<file path="src/rtl/undervolt_pkg.sv">
// Constants shared by the low-voltage detector control block
package undervolt_pkg;
    // Control register bit positions
    localparam int CTRL_FLAG_BIT   = 0;
    localparam int CTRL_ACTION_BIT = 1;
    localparam int CTRL_SOURCE_BIT = 2;
    localparam int CTRL_ON_BIT     = 7;
    localparam logic [7:0] CTRL_RESET_VALUE  = 8'h00;
    localparam logic [7:0] CTRL_WRITABLE     = 8'h86;
    localparam logic [3:0] LEVEL_RESET_VALUE = 4'h0;
    localparam logic       MASK_RESET_VALUE  = 1'b1;
    // Position of the detector pending bit in its flag register
    localparam int PENDING_BIT = 0;
    // Position of the cause bit in the reset cause register
    localparam int CAUSE_BIT   = 0;
endpackage : undervolt_pkg

</file>
<file path="src/rtl/low_voltage_detector_ctrl.sv">
// Control logic of the low-voltage detector: flag, reset and interrupt generation
// How it works
// Software masks, selects pin source, enables, waits 10 us, checks flag, picks reset.
// Selecting reset action while voltage is above threshold raises no reset.
// Software masks the interrupt before enabling the detector.
// Reset mode stop: write 00H, or clear action then enable.
// Interrupt mode stop: write 00H, or clear enable alone.
// Any reset sets the interrupt mask to one.
// Disabling in interrupt mode while below threshold raises the interrupt and sets pending.
// Bit 0 of the control register shows the current comparison result.
// Supply interrupt start: mask, select supply, level, enable, wait, clear pending, unmask.
// Pin interrupt start: mask, select pin, enable, wait, clear pending, unmask.
// Action and source select reset to zero.
// Interrupt service checks the flag then clears the pending bit.
// Near-threshold reset mode: software waits out fluctuation after reset release.
// A detector-caused reset is recorded in the reset cause bit.
// Reset mode asserts internal reset while below threshold, releases at or above.
// Interrupt mode raises the interrupt on falling below and on returning above.
// The comparator output is synchronised before any use.
`timescale 1ns/1ps
`default_nettype none
module low_voltage_detector_ctrl
    import undervolt_pkg::*;
(
    input  wire logic       i_core_clk,
    input  wire logic       i_reset_n,
    input  wire logic       i_ctrl_wr,
    input  wire logic [7:0] i_ctrl_wdata,
    input  wire logic       i_level_wr,
    input  wire logic [3:0] i_level_wdata,
    input  wire logic       i_mask_wr,
    input  wire logic       i_mask_wdata,
    input  wire logic       i_pending_clr,
    input  wire logic       i_cause_clr,
    input  wire logic       i_cmp_below,
    output logic [7:0]      o_detector_ctrl_reg,
    output logic [3:0]      o_level_select_reg,
    output logic            o_source_select,
    output logic            o_detector_irq_mask,
    output logic            o_detector_irq_pending,
    output logic            o_undervolt_irq,
    output logic            o_undervolt_reset,
    output logic            o_undervolt_reset_cause
);
    import undervolt_pkg::*;

    typedef struct packed {
        logic [2:0] sync;
        logic       below;
        logic       on;
        logic       action;
        logic       source;
        logic [3:0] level;
        logic       mask;
        logic       pending;
        logic       irq;
        logic       rst;
        logic       cause;
    } state_s;

    state_s state_reg;
    state_s state_next;

    logic       agree;
    logic       below_live;
    logic       on_w;
    logic       action_w;
    logic [7:0] wd;

    // The first stage is read only by the second stage
    assign agree      = state_reg.sync[1] == state_reg.sync[2];
    assign below_live = state_reg.below & state_reg.on;
    assign wd         = i_ctrl_wdata & CTRL_WRITABLE;
    assign on_w       = i_ctrl_wr ? wd[CTRL_ON_BIT] : state_reg.on;
    assign action_w   = i_ctrl_wr ? wd[CTRL_ACTION_BIT] : state_reg.action;

    always_comb begin
        state_next         = state_reg;
        state_next.sync    = {state_reg.sync[1:0], i_cmp_below};
        state_next.irq     = 1'b0;
        if (agree) begin
            state_next.below = state_reg.sync[2];
        end
        if (i_ctrl_wr) begin
            state_next.on     = wd[CTRL_ON_BIT];
            state_next.action = wd[CTRL_ACTION_BIT];
            state_next.source = wd[CTRL_SOURCE_BIT];
        end
        if (i_level_wr) begin
            state_next.level = i_level_wdata;
        end
        if (i_mask_wr) begin
            state_next.mask = i_mask_wdata;
        end
        // Both level changes interrupt in interrupt mode
        if (state_reg.on && !state_reg.action && agree
                && (state_reg.sync[2] != state_reg.below)) begin
            state_next.irq = 1'b1;
        end
        // Turning off while below still reports, since software leaves the low state unseen
        if (state_reg.on && !on_w && below_live && !state_reg.action) begin
            state_next.irq = 1'b1;
        end
        // Reset follows the level only; no reset if above when action is chosen
        state_next.rst = on_w && action_w && state_reg.below;
        if (i_pending_clr) begin
            state_next.pending = 1'b0;
        end
        if (state_next.irq) begin
            state_next.pending = 1'b1;
        end
        if (i_cause_clr) begin
            state_next.cause = 1'b0;
        end
        if (state_reg.rst) begin
            state_next.cause = 1'b1;
            state_next.mask  = MASK_RESET_VALUE;
        end
    end

    always_ff @(posedge i_core_clk or negedge i_reset_n) begin
        if (!i_reset_n) begin
            state_reg         <= '0;
            state_reg.mask    <= MASK_RESET_VALUE;
            state_reg.action  <= CTRL_RESET_VALUE[CTRL_ACTION_BIT];
            state_reg.source  <= CTRL_RESET_VALUE[CTRL_SOURCE_BIT];
            state_reg.level   <= LEVEL_RESET_VALUE;
        end else begin
            state_reg <= state_next;
        end
    end

    always_comb begin
        o_detector_ctrl_reg                  = CTRL_RESET_VALUE;
        o_detector_ctrl_reg[CTRL_ON_BIT]     = state_reg.on;
        o_detector_ctrl_reg[CTRL_SOURCE_BIT] = state_reg.source;
        o_detector_ctrl_reg[CTRL_ACTION_BIT] = state_reg.action;
        o_detector_ctrl_reg[CTRL_FLAG_BIT]   = below_live;
    end

    assign o_level_select_reg      = state_reg.level;
    assign o_source_select         = state_reg.source;
    assign o_detector_irq_mask     = state_reg.mask;
    assign o_detector_irq_pending  = state_reg.pending;
    assign o_undervolt_irq         = state_reg.irq;
    assign o_undervolt_reset       = state_reg.rst;
    assign o_undervolt_reset_cause = state_reg.cause;
endmodule : low_voltage_detector_ctrl
`default_nettype wire

</file>
<file path="config.mk">
export PLATFORM = sky130hd
export DESIGN_NAME = low_voltage_detector_ctrl
export DESIGN_NICKNAME = d
export VERILOG_FILES = /design/src/rtl/undervolt_pkg.sv /design/src/rtl/low_voltage_detector_ctrl.sv
export SDC_FILE = /design/constraint.sdc
export NUM_CORES = 1
export LEC_CHECK = 0
export ABC_AREA = 1
export BUFFER_PORTS_ARGS = -buffer_cell sky130_fd_sc_hd__buf_4
export CAP_MARGIN = 25
export CORE_MARGIN = 5
export CORE_UTILIZATION = 42
export DETAILED_ROUTE_END_ITERATION = 7
export GPL_TIMING_DRIVEN = 0
export PLACE_DENSITY = 0.76
export SLEW_MARGIN = 20
export SYNTH_ARGS = -nofsm -noshare
export SYNTH_HDL_FRONTEND = slang
export SYNTH_SLANG_ARGS = --single-unit
</file>
<file path="constraint.sdc">
create_clock -name i_core_clk -period 1.04 [get_ports i_core_clk]
set_input_delay 0.052 -clock i_core_clk [delete_from_list [all_inputs] [get_ports i_core_clk]]
set_output_delay 0.052 -clock i_core_clk [all_outputs]
set_load 0.02 [all_outputs]
</file>
==> results.cfg <==
[outcome]
status = complete, no violations

[final_layout]
largest_reg_flops = 4
area.sequential_sq_um = 402
multi_input_area_sq_um = 181
fin_nets = 139
syn_to_final_growth_pct = 58.2
final_area_sq_mm = 0.00112
fillCellCount = 113
antennaDiodeCount = 0
final_layout_size_suffix_gt1_share_pct = 46.2
fin_util_pct = 72.4

[worst_setup_path]
critical_path_class = register to output port
cp.required_ps = 990
crit_path_start_kind = register
path_max_fanout = 3
crit_arrival_ps = 960
end_kind = output port

[synthesis]
synth_seq_cells = 16
syn_area_sq_um = 706
syn-instance-count = 71
avgSynthCellArea_sq_um = 9.94
synth_warnings = 0
synth_cell_types = 15
seq_area_frac_synth_pct = 56.9

[timing]
setup_viol_count_final = 0
rsz0062_at_grt = yes
fin_crit_sh_pct = 97.3
hold_violations = 0
fmax_mhz = 989
timing.setup.tns_ps = 0
whs_ps = 20.6
clock_skew_ps = 1.86
slew_viol_final = 0
period_needed_ps = 1010

[routing]
routed_wl_um = 1390
vias_per_cell = 4.31
detail_route.first_pass.iterations = 2
vias = 573
wire_per_inst_um = 10.5
drc_errors = 0
drt-initial-drc-count = 8
ant_nets = 0

[cts]
h-tree-depth = 1
ctsLongestPathBuffers = 2
clkSinkCount = 16
root_buffer = clkbuf_4
clkTransAtPathRegs_ps = 90
clock_latency_ps = 280
cts_buffers = 3
cts_tree = built

[placed_design]
routabilityCongestion = 0.681
dpl_cell_area_sq_um = 955
port_buffers = 29

[global_route]
track_usage_pct = 12.3
grt_pass1_vias = 555
grt_pass1_wl_um = 2440
antenna_found_initial = 0
grt-ovfl-total = 0
grt_max_degree = 17

[floorplan]
pin_count = 39
initial_utilization_pct = 45.8
die_h_um = 51.0
dieArea_sq_mm = 0.00260
core_area_sq_mm = 0.00154
die_w_um = 51.0
core.rowCount = 14

[run]
drv_cap = 0

[min_path]
hp-class = input port to register

[pwr]
p_total_mw = 1.54
power_density_mw_per_mm2 = 1380
ir_worst_vdd_mv = 1.11
p_leak_nw = 0.621
## critical path: stages (launching register included)
cell      delay (ps)
dfrtp_1          410
nand2_1           90
clkinv_2          60
buf_6            120
## cells in the final DEF (no fill, tap or decap)
master | synthesis | layout
a21oi_1 | 1 | 1
buf_4 | 12 | 36
buf_6 | 0 | 5
clkbuf_4 | 0 | 3
clkbuf_8 | 0 | 1
clkinv_2 | 0 | 1
conb_1 | 1 | 4
dfrtp_1 | 15 | 15
dfstp_2 | 1 | 1
dlygate4sd3_1 | 0 | 10
inv_1 | 12 | 12
mux2_2 | 5 | 5
nand2_1 | 11 | 11
nand3_1 | 3 | 3
nand4_1 | 1 | 1
nor2_1 | 4 | 2
nor2_2 | 0 | 2
o21ai_0 | 2 | 2
o21ai_1 | 1 | 1
o21bai_1 | 1 | 1
## power breakdown
part	internal (mW)	leakage, nW	switching [mW]	total, mW
sequential	0.684	0.191	0.0364	0.720
clock	0.213	0.0210	0.185	0.398
combinational	0.232	0.409	0.194	0.425
## worst paths after layout
kind | depth (start not counted) | end | slack (ps) | start
worst max-delay path | 3 | o_detector_ctrl_reg[0] | 30 | o_detector_ctrl_reg[7]
worst min-delay path | 4 | o_detector_irq_pending | 20 | i_pending_clr
worst max register to register | 5 | o_detector_irq_pending | 90 | state_reg[12]
min in group asynchronous | 2 | o_detector_ctrl_reg[1] | 150 | i_reset_n
max in group asynchronous | 2 | o_detector_irq_mask | 650 | i_reset_n
worst min register to register | 0 | state_next[15] | 360 | state_next[14]
## cell usage after synthesis (all sizes together)
cell type / instances / area share, %
nand2: 11 / 5.9
o21bai: 1 / 1.1
dfrtp: 15 / 53
nand4: 1 / 0.89
o21ai: 3 / 2.1
clkinv: 1 / 0.53
nand3: 3 / 2.1
mux2: 5 / 8.0
dfstp: 1 / 3.7
nor2: 4 / 2.1
buf: 12 / 13
inv: 12 / 6.4
conb: 1 / 0.53
a21oi: 1 / 0.71
## layer usage
layer  vias to the layer above  part of all wire (%)  global-route usage (%)
li1                        290                     -                       -
met1                       266                    39                    14.3
met2                        15                    54                    21.5
met3                         2                   7.0                    2.91
met4                         0                  0.79                    5.11
met5                         -                     0                       0
## kinds of logic after synthesis
| family | Yosys count | share of synthesized area, % |
|---|---|---|
| buf+inv | 25 | 19.7 |
| simple gates | 19 | 11.0 |
| other cells | 1 | 0.531 |
| flops | 16 | 56.9 |
| compound gates | 5 | 3.90 |
| mux | 5 | 7.98 |
## final cells by class
class	instances	area share, %
plain buffers	10	6.73
clock buffers	4	3.25
inverters	13	4.48
multi-input cells	33	16.3
flip-flops and latches	16	36.0
well taps	16	1.79
repair buffers	41	31.5
## metrics by stage
stage	std cells	setup slack, ps
2_1_floorplan	74	201
5_1_grt	133	-22.3
3_5_place_dp	119	156
4_1_cts	134	0.0768
6_report	133	28.5
3_3_place_gp	119	160
## what timing repair did
action | CTS | global route
hold buffers | 10 | 0
buffers inserted | 2 | 0
setup endpoints to repair | 2 | 8
pin swaps | 1 | 2
gates resized for setup | 2 | 6
hold endpoints to repair | 24 | 0
Power figures use the tool's default switching activity.
